`config.mk`:
```
export PLATFORM = sky130hd
export DESIGN_NAME = via_arbiter
export DESIGN_NICKNAME = d
export VERILOG_FILES = /design/src/via_rank_enc.v /design/src/via_arbiter.v
export VERILOG_INCLUDE_DIRS = /design/src /design/src/pkg
export SDC_FILE = /design/constraint.sdc
export NUM_CORES = 1
export LEC_CHECK = 0
export BUFFER_PORTS_ARGS = -buffer_cell sky130_fd_sc_hd__buf_2
export CAP_MARGIN = 40
export CORE_UTILIZATION = 45
export CTS_BUF_LIST = sky130_fd_sc_hd__clkbuf_8
export CTS_CLUSTER_SIZE = 28
export DETAILED_ROUTE_END_ITERATION = 16
export MAX_ROUTING_LAYER = met4
export PLACE_DENSITY = 0.81
export SLEW_MARGIN = 10
export SYNTH_ARGS = -nofsm -noshare
export SYNTH_HDL_FRONTEND = slang
export SYNTH_HIERARCHICAL = 1
export SYNTH_SLANG_ARGS = --single-unit
```
`constraint.sdc`:
```
create_clock -name ref_clk -period 2.1 [get_ports ref_clk]
set_input_delay 0.105 -clock ref_clk [delete_from_list [all_inputs] [get_ports ref_clk]]
set_output_delay 0.105 -clock ref_clk [all_outputs]
set_load 0.02 [all_outputs]
```
`src/pkg/via_defs.vh`:
```
`ifndef VIA_DEFS_VH
`define VIA_DEFS_VH

// Register byte offsets on the Avalon-MM slave.
`define VIA_REG_ENABLE   4'h0
`define VIA_REG_PENDING  4'h4
`define VIA_REG_STATUS   4'h8

// Status register field positions.
`define VIA_ST_GLB_EN    0
`define VIA_ST_TRAP_PEND 1
`define VIA_ST_BUSY      2
`define VIA_ST_BOOT      3

// Reset values.
`define VIA_ENABLE_RST   14'h0000
`define VIA_PENDING_RST  14'h0000
`define VIA_GLB_EN_RST   1'b0

// Interrupt source layout.
`define VIA_NUM_SRC      14
`define VIA_NUM_SLOT     16
`define VIA_SLOT_TRAP    4'hF
`define VIA_SLOT_DEFAULT 4'h0

// Common entry point and vector table placement.
`define VIA_ENTRY_ADDR   15'h00FF
`define VIA_TABLE_BASE   8'hE0
`define VIA_BLOCK_LAST   8'hFF

// Acknowledge sequence length in instruction cycles.
`define VIA_ACK_CYCLES   3'd7

`endif

```
`src/via_rank_enc.v`:
```
`timescale 1ns/1ns

// Fixed-ranking priority encoder: bit 15 wins over everything, bit 0 loses.
module via_rank_enc (
	input  wire [15:0] active,
	output reg  [3:0]  slot
);

	wire [15:0] above;
	wire [15:0] win;

	assign above[15] = 1'b0;
	assign win[15]   = active[15];

	genvar i;
	generate
		for (i = 0; i < 15; i = i + 1) begin : g_rank
			assign above[i] = above[i+1] | active[i+1];
			assign win[i]   = active[i] & ~above[i];
		end
	endgenerate

	integer k;
	always @* begin
		slot = 4'h0;
		for (k = 0; k < 16; k = k + 1) begin
			if (win[k]) begin
				slot = k[3:0];
			end
		end
	end

endmodule // via_rank_enc

```
`src/via_arbiter.v`:
```
// Summary of operation
// - Every acknowledged interrupt loads the program counter with 00FF hex.
// - Software trap ranks highest; default dispatch entry ranks lowest.
// - Each non-trap source has an enable bit and a hardware-set pending flag.
// - Maskable source fires only with enable, global enable, and no trap service.
// - Sample at instruction start; highest rank wins, others stay pending.
// - Reset clears all pending flags, enables and the global enable.
// - Enabling an already pending source triggers an interrupt at once.
// - Mid-instruction events wait for next normal instruction; skips finish first.
// - Acknowledge clears global enable, pushes return address, jumps, seven cycles.
// - Return sets global enable, restores the saved address; pending taken at once.
// - Boot code execution blocks interrupts and leaves global enable unchanged; here a trap instruction is still acknowledged.
// - Dispatch finds highest enabled pending source and jumps through its vector.
// - Table sits at block top; dispatch at block's last byte uses next block.
// - Each vector is fifteen bits from two bytes, high byte first.
// - Slots rise with rank from E0/E1 to trap at FE/FF.
// - With nothing enabled and pending, dispatch uses the lowest vector.
// - Dispatch first cycle makes even low byte E0..FE, keeping PC high byte.
// - Trap pending flag is unmapped; set by trap, cleared by reset or clear instruction. Here it reads as status bit 1.
//
// The Avalon-MM slave port and the address map were decided locally.
`timescale 1ns/1ns
`include "via_defs.vh"

module via_arbiter (
	input  wire        ref_clk,
	input  wire        rst_n,
	input  wire        ce,
	input  wire [3:0]  avs_address,
	input  wire        avs_read,
	input  wire        avs_write,
	input  wire [31:0] avs_writedata,
	output reg  [31:0] avs_readdata,
	output wire        avs_waitrequest,
	input  wire [13:0] src_cond,
	input  wire        instr_start,
	input  wire        skip_pending,
	input  wire [14:0] pc_next,
	input  wire        trap_instruction,
	input  wire        clear_trap_pending_instruction,
	input  wire        return_from_interrupt_instruction,
	input  wire [14:0] stack_pop_data,
	input  wire        vector_dispatch_instruction,
	input  wire [14:0] dispatch_pc,
	input  wire        in_system_programming,
	input  wire [7:0]  prog_rd_data,
	output wire        int_request,
	output wire        ack_busy,
	output reg         stack_push,
	output reg  [14:0] push_addr,
	output reg         pc_load,
	output reg  [14:0] pc_value,
	output reg         prog_rd,
	output reg  [14:0] prog_rd_addr,
	output reg  [7:0]  dispatch_low_byte
);

	localparam [4:0] ST_IDLE = 5'h01;
	localparam [4:0] ST_ACK  = 5'h02;
	localparam [4:0] ST_VHI  = 5'h04;
	localparam [4:0] ST_VLO  = 5'h08;
	localparam [4:0] ST_VEND = 5'h10;

	////////////////////////////////////////////////////////////////////////////

	reg  [4:0]  state;
	reg  [2:0]  ack_cnt;
	reg  [13:0] enable;
	reg  [13:0] pending;
	reg         global_interrupt_enable;
	reg         trap_pending_flag;
	reg  [13:0] cond_s1;
	reg  [13:0] cond_s2;
	reg  [13:0] cond_s3;
	reg  [6:0]  vec_hi;
	reg  [6:0]  tbl_page;
	reg  [3:0]  vec_slot;
	reg         bus_ack;
	reg  [31:0] next_readdata;

	wire [13:0] cond_rise;
	wire [13:0] active;
	wire [15:0] rank_in;
	wire [3:0]  win_slot;
	wire        bus_req;
	wire        wr_en;
	wire        wr_pend;
	wire        wr_stat;
	wire        maskable_go;
	wire        take_ack;
	wire [7:0]  low_byte;
	wire [6:0]  page_sel;

	////////////////////////////////////////////////////////////////////////////
	// Source conditions arrive asynchronously, so they are synchronised and
	// only a rising edge sets a pending flag; a held condition sets it once.

	always @(posedge ref_clk) begin
		if (!rst_n) begin
			cond_s1 <= 14'h0000;
			cond_s2 <= 14'h0000;
			cond_s3 <= 14'h0000;
		end else if (ce) begin
			cond_s1 <= src_cond;
			cond_s2 <= cond_s1;
			cond_s3 <= cond_s2;
		end
	end

	assign cond_rise = cond_s2 & ~cond_s3;

	////////////////////////////////////////////////////////////////////////////
	// Avalon-MM slave: every access is answered one cycle after it is seen.

	assign bus_req         = avs_read | avs_write;
	assign avs_waitrequest = bus_req & ~bus_ack;
	assign wr_en           = avs_write & bus_ack & (avs_address == `VIA_REG_ENABLE);
	assign wr_pend         = avs_write & bus_ack & (avs_address == `VIA_REG_PENDING);
	assign wr_stat         = avs_write & bus_ack & (avs_address == `VIA_REG_STATUS);

	always @* begin
		next_readdata = 32'h00000000;
		case (avs_address)
			`VIA_REG_ENABLE: begin
				next_readdata[13:0] = enable;
			end
			`VIA_REG_PENDING: begin
				next_readdata[13:0] = pending;
			end
			`VIA_REG_STATUS: begin
				next_readdata[`VIA_ST_GLB_EN]    = global_interrupt_enable;
				// The trap flag is visible for debug only; it cannot be written.
				next_readdata[`VIA_ST_TRAP_PEND] = trap_pending_flag;
				next_readdata[`VIA_ST_BUSY]      = ack_busy;
				next_readdata[`VIA_ST_BOOT]      = in_system_programming;
			end
			default: begin
				next_readdata = 32'h00000000;
			end
		endcase
	end

	always @(posedge ref_clk) begin
		if (!rst_n) begin
			bus_ack      <= 1'b0;
			avs_readdata <= 32'h00000000;
		end else if (ce) begin
			bus_ack <= bus_req & ~bus_ack;
			if (avs_read & ~bus_ack) begin
				avs_readdata <= next_readdata;
			end
		end
	end

	////////////////////////////////////////////////////////////////////////////
	// Enable and pending bits. A hardware set wins over a software clear in the
	// same cycle so that no event is lost.

	always @(posedge ref_clk) begin
		if (!rst_n) begin
			enable  <= `VIA_ENABLE_RST;
			pending <= `VIA_PENDING_RST;
		end else if (ce) begin
			if (wr_en) begin
				enable <= avs_writedata[13:0];
			end
			if (wr_pend) begin
				pending <= avs_writedata[13:0] | cond_rise;
			end else begin
				pending <= pending | cond_rise;
			end
		end
	end

	////////////////////////////////////////////////////////////////////////////
	// Arbitration. Slot 15 is the trap, slot 0 the default entry, and the
	// maskable sources fill slots 1 to 14 in rising rank.

	assign active = enable & pending;

	// The default slot is always asserted so an empty dispatch resolves to it.
	assign rank_in = {trap_pending_flag, active, 1'b1};

	via_rank_enc u_rank (
		.active (rank_in),
		.slot   (win_slot)
	);

	// Enabling a source whose flag is already set qualifies it at once.
	assign maskable_go = (|active) & global_interrupt_enable & ~trap_pending_flag;

	// Skipped instructions are not normally executed, so sampling waits.
	assign take_ack = instr_start & ~skip_pending & ~in_system_programming &
		maskable_go & (state == ST_IDLE);

	assign int_request = maskable_go & ~in_system_programming;
	assign ack_busy    = (state != ST_IDLE);

	assign low_byte = `VIA_TABLE_BASE + {3'b000, win_slot, 1'b0};

	// A dispatch at the last byte of a block reads the next block's table.
	assign page_sel = (dispatch_pc[7:0] == `VIA_BLOCK_LAST) ?
		(dispatch_pc[14:8] + 7'h01) : dispatch_pc[14:8];

	////////////////////////////////////////////////////////////////////////////
	// Trap flag and global enable.

	always @(posedge ref_clk) begin
		if (!rst_n) begin
			trap_pending_flag <= 1'b0;
		end else if (ce) begin
			if (trap_instruction & (state == ST_IDLE)) begin
				trap_pending_flag <= 1'b1;
			end else if (clear_trap_pending_instruction) begin
				trap_pending_flag <= 1'b0;
			end
		end
	end

	always @(posedge ref_clk) begin
		if (!rst_n) begin
			global_interrupt_enable <= `VIA_GLB_EN_RST;
		end else if (ce) begin
			if ((state == ST_ACK) && (ack_cnt == 3'd1)) begin
				global_interrupt_enable <= 1'b0;
			end else if (return_from_interrupt_instruction & (state == ST_IDLE)) begin
				global_interrupt_enable <= 1'b1;
			end else if (wr_stat) begin
				// Boot code leaves this bit alone; only software, acknowledge or return change it.
				global_interrupt_enable <= avs_writedata[`VIA_ST_GLB_EN];
			end
		end
	end

	////////////////////////////////////////////////////////////////////////////
	// Sequencer: acknowledge (seven cycles) and vector dispatch (table walk).
	// The core holds its own sequencer while ack_busy is high.

	always @(posedge ref_clk) begin
		if (!rst_n) begin
			state             <= ST_IDLE;
			ack_cnt           <= 3'd0;
			stack_push        <= 1'b0;
			push_addr         <= 15'h0000;
			pc_load           <= 1'b0;
			pc_value          <= 15'h0000;
			prog_rd           <= 1'b0;
			prog_rd_addr      <= 15'h0000;
			dispatch_low_byte <= 8'h00;
			vec_hi            <= 7'h00;
			tbl_page          <= 7'h00;
			vec_slot          <= 4'h0;
		end else if (ce) begin
			stack_push <= 1'b0;
			pc_load    <= 1'b0;
			prog_rd    <= 1'b0;
			case (state)
				ST_IDLE: begin
					if (trap_instruction | take_ack) begin
						// The trap is non-maskable and needs no instruction start.
						state      <= ST_ACK;
						ack_cnt    <= 3'd1;
						stack_push <= 1'b1;
						push_addr  <= pc_next;
					end else if (return_from_interrupt_instruction) begin
						pc_load  <= 1'b1;
						pc_value <= stack_pop_data;
					end else if (vector_dispatch_instruction) begin
						dispatch_low_byte <= low_byte;
						vec_slot          <= win_slot;
						tbl_page          <= page_sel;
						pc_load           <= 1'b1;
						pc_value          <= {dispatch_pc[14:8], low_byte};
						prog_rd           <= 1'b1;
						prog_rd_addr      <= {page_sel, low_byte};
						state             <= ST_VHI;
					end
				end
				ST_ACK: begin
					if (ack_cnt == `VIA_ACK_CYCLES) begin
						ack_cnt <= 3'd0;
						state   <= ST_IDLE;
					end else begin
						ack_cnt <= ack_cnt + 3'd1;
					end
					// The jump lands in the last of the seven busy cycles.
					if (ack_cnt == (`VIA_ACK_CYCLES - 3'd1)) begin
						pc_load  <= 1'b1;
						pc_value <= `VIA_ENTRY_ADDR;
					end
				end
				ST_VHI: begin
					// Program memory answers one cycle after the read strobe, so the
					// high byte is not here yet; the low byte is requested meanwhile.
					prog_rd      <= 1'b1;
					prog_rd_addr <= {tbl_page, dispatch_low_byte | 8'h01};
					state        <= ST_VLO;
				end
				ST_VLO: begin
					vec_hi <= prog_rd_data[6:0];
					state  <= ST_VEND;
				end
				ST_VEND: begin
					pc_load  <= 1'b1;
					pc_value <= {vec_hi, prog_rd_data};
					state    <= ST_IDLE;
				end
				default: begin
					state <= ST_IDLE;
				end
			endcase
		end
	end

endmodule // via_arbiter

```
==> results.yml, run 1 <==
run_status:
  outcome: "finished clean"
floorplan:
  initial_utilization: 0.460
  io-pin-count: 206
  core_area_um2: 15800
  num_rows: 46
  die_w_um: 129
  die_area_um2: 16700
  die_h_um: 129
detailed_routing:
  wl_per_cell_um: 15.5
  antenna_left: 0
  vias: 6823
  drc: 0
  drt_pre_antenna_iters: 7
  drt_iter0_drc: 462
  vias_per_cell: 5.37
  wl_um: 19700
clocking:
  clock_path_buffers: 2
  clock_sinks: 160
  htree_levels: 4
  cts_tree: "done"
  cts_setup_buffers: 0
  insertion_delay_ns: 0.48
  cts_buffers: 17
  clkTransAtPathRegs_ns: 0.09
  root_buffer: "clkbuf_8"
cells_and_area:
  nNetsFinal: 1157
  instances_no_fill: 1271
  area.growth.synth_to_final_pct: 29.7
  fillers: 1336
  final_cell_mix: "168 x buf_2, 160 x dfxtp_1, 122 x nor2_1, 94 x mux2i_1, 70 x nand2_1"
  final_common_cell: "buf_2"
  utilization: 0.597
  final_layout_size_suffix_gt1_frac: 0.258
critical_path:
  r2r_slack_ns: 0.11
  worstSetupPathDepth: 7
  crit_path_start_kind: "flop"
  reg2reg_to: "prog_rd_addr[10]"
  worst-path-buf-inv: 1
  crit_path_cell_trace: "a22oi_2 -> nand4b_1 -> or3_4 -> a21o_4 -> buf_12 -> a221oi_2 -> a31o_1"
  crit_slowest_cell: "or3_4"
  reg2reg_from: "enable[5]"
  reg2regPathDepth: 7
  cpPeakStageDelay_ns: 0.45
  cp.arrival_ns: 2.42
  critPathCaptureType: "flop"
  cp.required_ns: 2.53
  worst_path_dominant_cell_family: "compound AO/OA/AOI/OAI gates"
  cp_max_fo: 19
  crit_type: "reg2reg"
timing:
  hold-worst-slack_ns: 0.0330
  rsz0062_at_grt: "no"
  maxSlewHeadroom: 0.621
  fin_skew_ns: 0.0143
  finalSetupViolCount: 0
  drv_slew: 0
  max_freq_mhz: 503
  hold_viol: 0
  fin_crit_ns: 1.99
  tightest_slew_ns: 0.554
  setup_tns_ns: 0
  period_share: 0.948
grt:
  grt_util_all_layers: 0.245
  grt_max_degree: 60
  antenna_found_initial: 5
  grt_overflow: 0
  grt_pass1_vias: 6149
  grt_pass1_wl_um: 30800
placement:
  hpwl_um: 13100
  finalWeightedCongestion: 0.921
  placed_cells: 1176
  io_buffers: 168
power_and_ir_drop:
  ir_drop_v: 0.000538
  power_density_nw_per_um2: 703
  leakagePower_nw: 4.05
  total_power_mw: 6.64
hold_path:
  whs_endpoint: "state[3]"
  hp-class: "in2reg"
  holdPathStages: 3
  min-delay-start: "ce"
run:
  maxCapViolCount: 0
synthesis:
  synth_area_um2: 7290
  syn_area_per_cell_um2: 8.97
  syn_inst: 812
  yosysWarnings: 6
[cell type report]
cell class	count	area [µm²]	share of cell area
multi-input cells	581	3730	0.394
flip-flops and latches	160	3200	0.339
repair buffers	263	1760	0.186
well taps	216	270	0.0286
clock buffers	18	248	0.0262
clock inverters	14	171	0.0181
inverters	14	55.1	0.00583
diodes	5	12.5	0.00132
[worst max-delay path by stage]
stage	endpoint	from	slack, ns
4_1_cts	push_addr[1]	state[1]	0.08
3_3_place_gp	push_addr[11]	state[1]	0.1
6_report	prog_rd_addr[10]	enable[5]	0.11
5_1_grt	prog_rd_addr[11]	enable[1]	0.005
3_5_place_dp	push_addr[1]	state[1]	0.09
2_1_floorplan	prog_rd_addr[12]	enable[6]	0.23
[per-stage QoR]
step / setup slack (ns) / instance area [µm²]
3_5_place_dp: 0.0902 / 8400
4_1_cts: 0.0757 / 9400
2_1_floorplan: 0.228 / 7350
5_1_grt: 0.00485 / 9450
3_3_place_gp: 0.0958 / 8400
6_report: 0.110 / 9450
[state kept, by name (all words and copies together), names as in the netlist, 3 cells and up]
register,flops
pc_value,15
push_addr,15
avs_readdata,14
cond_s1,14
cond_s2,14
cond_s3,14
enable,14
pending,14
prog_rd_addr,13
tbl_page,7
vec_hi,7
dispatch_low_byte,5
state,5
ack_cnt,3
[repair_timing]
action,CTS,global route
gates resized for setup,0,8
endpoints found under the setup margin,0,24
hold buffers,58,0
hold endpoints to repair,77,0
[routing by layer]
metal / GRT usage / share of wire / vias to the layer above
li1: - / - / 3278
met1: 0.298 / 0.42 / 3187
met2: 0.378 / 0.48 / 298
met3: 0.0628 / 0.068 / 60
met4: 0.122 / 0.032 / 0
met5: - / 0 / -
[worst min-delay path, cell delays in order]
cell	delay, ns
buf_2	0.19
nand2_1	0.11
a21oi_1	0.06
[report_power, final]
part | total, mW | switching, mW | internal [mW] | leakage [nW]
Combinational | 0.992 | 0.560 | 0.432 | 2.54
Clock | 2.42 | 1.29 | 1.13 | 0.208
Sequential | 3.22 | 0.0754 | 3.15 | 1.30
Total | 6.64 | 1.93 | 4.71 | 4.05
No activity file was read; power rests on OpenSTA's default activity.
==> run 2, diff against run 1 <==
--- a/config.mk
+++ b/config.mk
@@ -13,9 +13,8 @@
 export CTS_CLUSTER_SIZE = 28
 export DETAILED_ROUTE_END_ITERATION = 16
 export MAX_ROUTING_LAYER = met4
-export PLACE_DENSITY = 0.81
+export PLACE_DENSITY = 0.8
 export SLEW_MARGIN = 10
 export SYNTH_ARGS = -nofsm -noshare
 export SYNTH_HDL_FRONTEND = slang
-export SYNTH_HIERARCHICAL = 1
 export SYNTH_SLANG_ARGS = --single-unit
==> run 2 against run 1 <==
  * Critical path type unchanged
  * Routed wire length rose by 4.0%
  * Synthesized cell count is 0.99% higher
  * Critical endpoint is now prog_rd_addr[2]
  * Via count grew 1.0%
==> results.yml, run 2 <==
floorplan:
  die_h_um: 132
  io-pin-count: 206
  num_rows: 47
  die_w_um: 132
  die_area_um2: 17300
  core_area_um2: 16500
  initial_utilization: 0.458
run:
  maxCapViolCount: 0
power_and_ir_drop:
  p_int_mw: 5.13
  clock_power_share: 0.391
  seqPwrFrac: 0.465
  ir_drop_v: 0.000453
  leakagePower_nw: 4.39
  netSwitchingFraction: 0.258
  total_power_mw: 6.91
  power_density_nw_per_um2: 695
  p_switching_mw: 1.78
  p_comb_frac: 0.144
synthesis:
  netlist-cell-type-count: 63
  ys_seq_area_frac: 0.423
  synth_common_cells: "160 x dfxtp_1, 109 x nand2_1, 78 x mux2i_1, 63 x nor2b_1, 37 x clkbuf_1"
  yosysWarnings: 0
  netlist.top_cell.by_area: "dfxtp_1"
  async_reset_ff_frac: 0
  synth-edff-count: 0
  synth_flop_cell: "dfxtp_1"
  synth.most_common_cell: "dfxtp_1"
  synth_top_area_frac: 0.423
  syn_inst: 820
  synth_seq_cells: 160
  synth_area_um2: 7560
  yosys-top-cells-area: "dfxtp_1 42%, mux2i_1 10%, nand2_1 5.4%, nor2b_1 5.2%, buf_4 2.7%"
  syn_area_per_cell_um2: 9.23
cells_and_area:
  final_cell_mix: "167 x buf_2, 158 x dfxtp_1, 106 x nand2_1, 78 x mux2i_1, 63 x nor2b_1"
  nNetsFinal: 1179
  final_common_cell: "buf_2"
  final_layout_size_suffix_gt1_frac: 0.273
  design_area_um2: 9950
  area.growth.synth_to_final_pct: 31.5
  reg_top3: "pc_value x15, push_addr x15"
critical_path:
  crit_path_cell_trace: "a22o_1 -> nand2b_4 -> o31ai_4 -> and4_4 -> buf_4 -> mux2i_1 -> o21a_1"
  worst_path_dominant_cell_family: "compound AO/OA/AOI/OAI gates"
  worst-path-buf-inv: 1
  cp.required_ns: 2.52
  cp.arrival_ns: 2.47
  reg2reg_to: "prog_rd_addr[2]"
  cpPeakStageDelay_ns: 0.45
  reg2regPathDepth: 7
  crit_type: "reg2reg"
  cp_max_fo: 6
  crit_path_start_kind: "flop"
  critPathCaptureType: "flop"
  crit_slowest_cell: "o31ai_4"
  reg2reg_from: "enable[9]"
  r2r_slack_ns: 0.05
run_status:
  outcome: "finished clean"
timing:
  fin_skew_ns: 0.0146
  max_freq_mhz: 488
  hold_viol: 0
  setup_tns_ns: 0
  rsz0062_at_grt: "yes"
  finalSetupViolCount: 0
  tightest_slew_ns: 0.628
  maxSlewHeadroom: 0.580
  fin_crit_ns: 2.05
  drv_slew: 0
  period_share: 0.976
  layout_setup_ws_ns: 0.0494
hold_path:
  min-delay-start: "clear_trap_pending_instruction"
  whs_endpoint: "trap_pending_flag"
  holdPathStages: 4
  hp-class: "in2reg"
detailed_routing:
  antenna_left: 0
  vias_per_cell: 5.34
  drt_pre_antenna_iters: 5
  wl_per_cell_um: 15.9
  vias: 6894
  wl_um: 20500
  drc: 0
  drt_iter0_drc: 468
grt:
  grt_max_degree: 58
  antenna_found_initial: 1
  grt_overflow: 0
  grt_pass1_wl_um: 31500
  grt_util_all_layers: 0.235
  grt_pass1_vias: 6397
clocking:
  cts_buffers: 17
  clock_sinks: 160
  clkTransAtPathRegs_ns: 0.08
  cts_tree: "done"
  root_buffer: "clkbuf_8"
  insertion_delay_ns: 0.47
  clock_path_buffers: 2
  htree_levels: 4
placement:
  finalWeightedCongestion: 0.878
  hpwl_um: 13500
  placed_cell_area_um2: 8790
  io_buffers: 168
  pre_cts_slack_ns: 0.0143
-- run 2: layer usage --
| metal | share of wire | track usage |
|---|---|---|
| met5 | 0 | - |
| met2 | 0.47 | 0.364 |
| met4 | 0.028 | 0.109 |
| met3 | 0.054 | 0.0451 |
| met1 | 0.45 | 0.296 |
-- run 2: layout make-up --
type,count,area (µm²)
multi-input combinational,586,3970
clock buffer,17,234
tap,220,275
fill,1408,6580
antenna,1,2.50
clock inverter,14,240
inverter,9,33.8
timing repair buffer,285,1980
sequential,160,3210
-- run 2: power groups by stage --
stage	combinational [mW]	clock [mW]	sequential [mW]
2_1_floorplan	0.506	0	3.35
6_report	0.993	2.70	3.22
5_1_grt	1.07	2.86	3.23
3_5_place_dp	0.868	0	3.29
4_1_cts	0.944	2.75	3.22
3_3_place_gp	0.854	0	3.28
-- run 2: per-stage QoR --
stage               hold slack [ns]  utilization  cells
finish                       0.0391        0.602   1292
global route                 0.0301        0.602   1292
CTS                          0.0104        0.592   1282
detailed placement            0.334        0.532   1200
global placement              0.326        0.532   1200
floorplan                     0.235            -    838
-- run 2: timing repair --
action	4_1_cts	5_1_grt
gates resized for setup	3	14
pin swaps	4	8
hold endpoints to repair	63	0
setup buffers	1	5
gates cloned	0	4
hold buffers	50	0
setup endpoints to repair	5	51
-- run 2: cells by family (layout without fill, tap and decap cells) --
family	after synthesis	count (layout)	synth area share
simple gates	289	289	0.200
compound gates	188	188	0.190
flops	160	160	0.423
buf+inv	92	325	0.0663
mux	78	78	0.103
xor+xnor	7	7	0.00810
fa+ha+maj	5	5	0.00827
other cells	1	20	0.000496
-- run 2: worst max path at each step --
stage                            startpoint               to  slack, ns  cells past startpoint
floorplan                          state[2]      pc_value[0]       0.18                     10
global placement                 enable[11]      pc_value[3]       0.05                      6
detailed placement  global_interrupt_enable     push_addr[8]       0.01                      7
CTS                              pending[1]      tbl_page[6]      0.008                      7
global route                     enable[11]     pc_value[11]      -0.05                      8
finish                            enable[9]  prog_rd_addr[2]       0.05                      7
-- run 2: worst register-to-register path, stage by stage (launching register included) --
cell	delay (ns)
dfxtp_1	0.35
a22o_1	0.27
nand2b_4	0.17
o31ai_4	0.45
and4_4	0.36
buf_4	0.12
mux2i_1	0.17
o21a_1	0.11
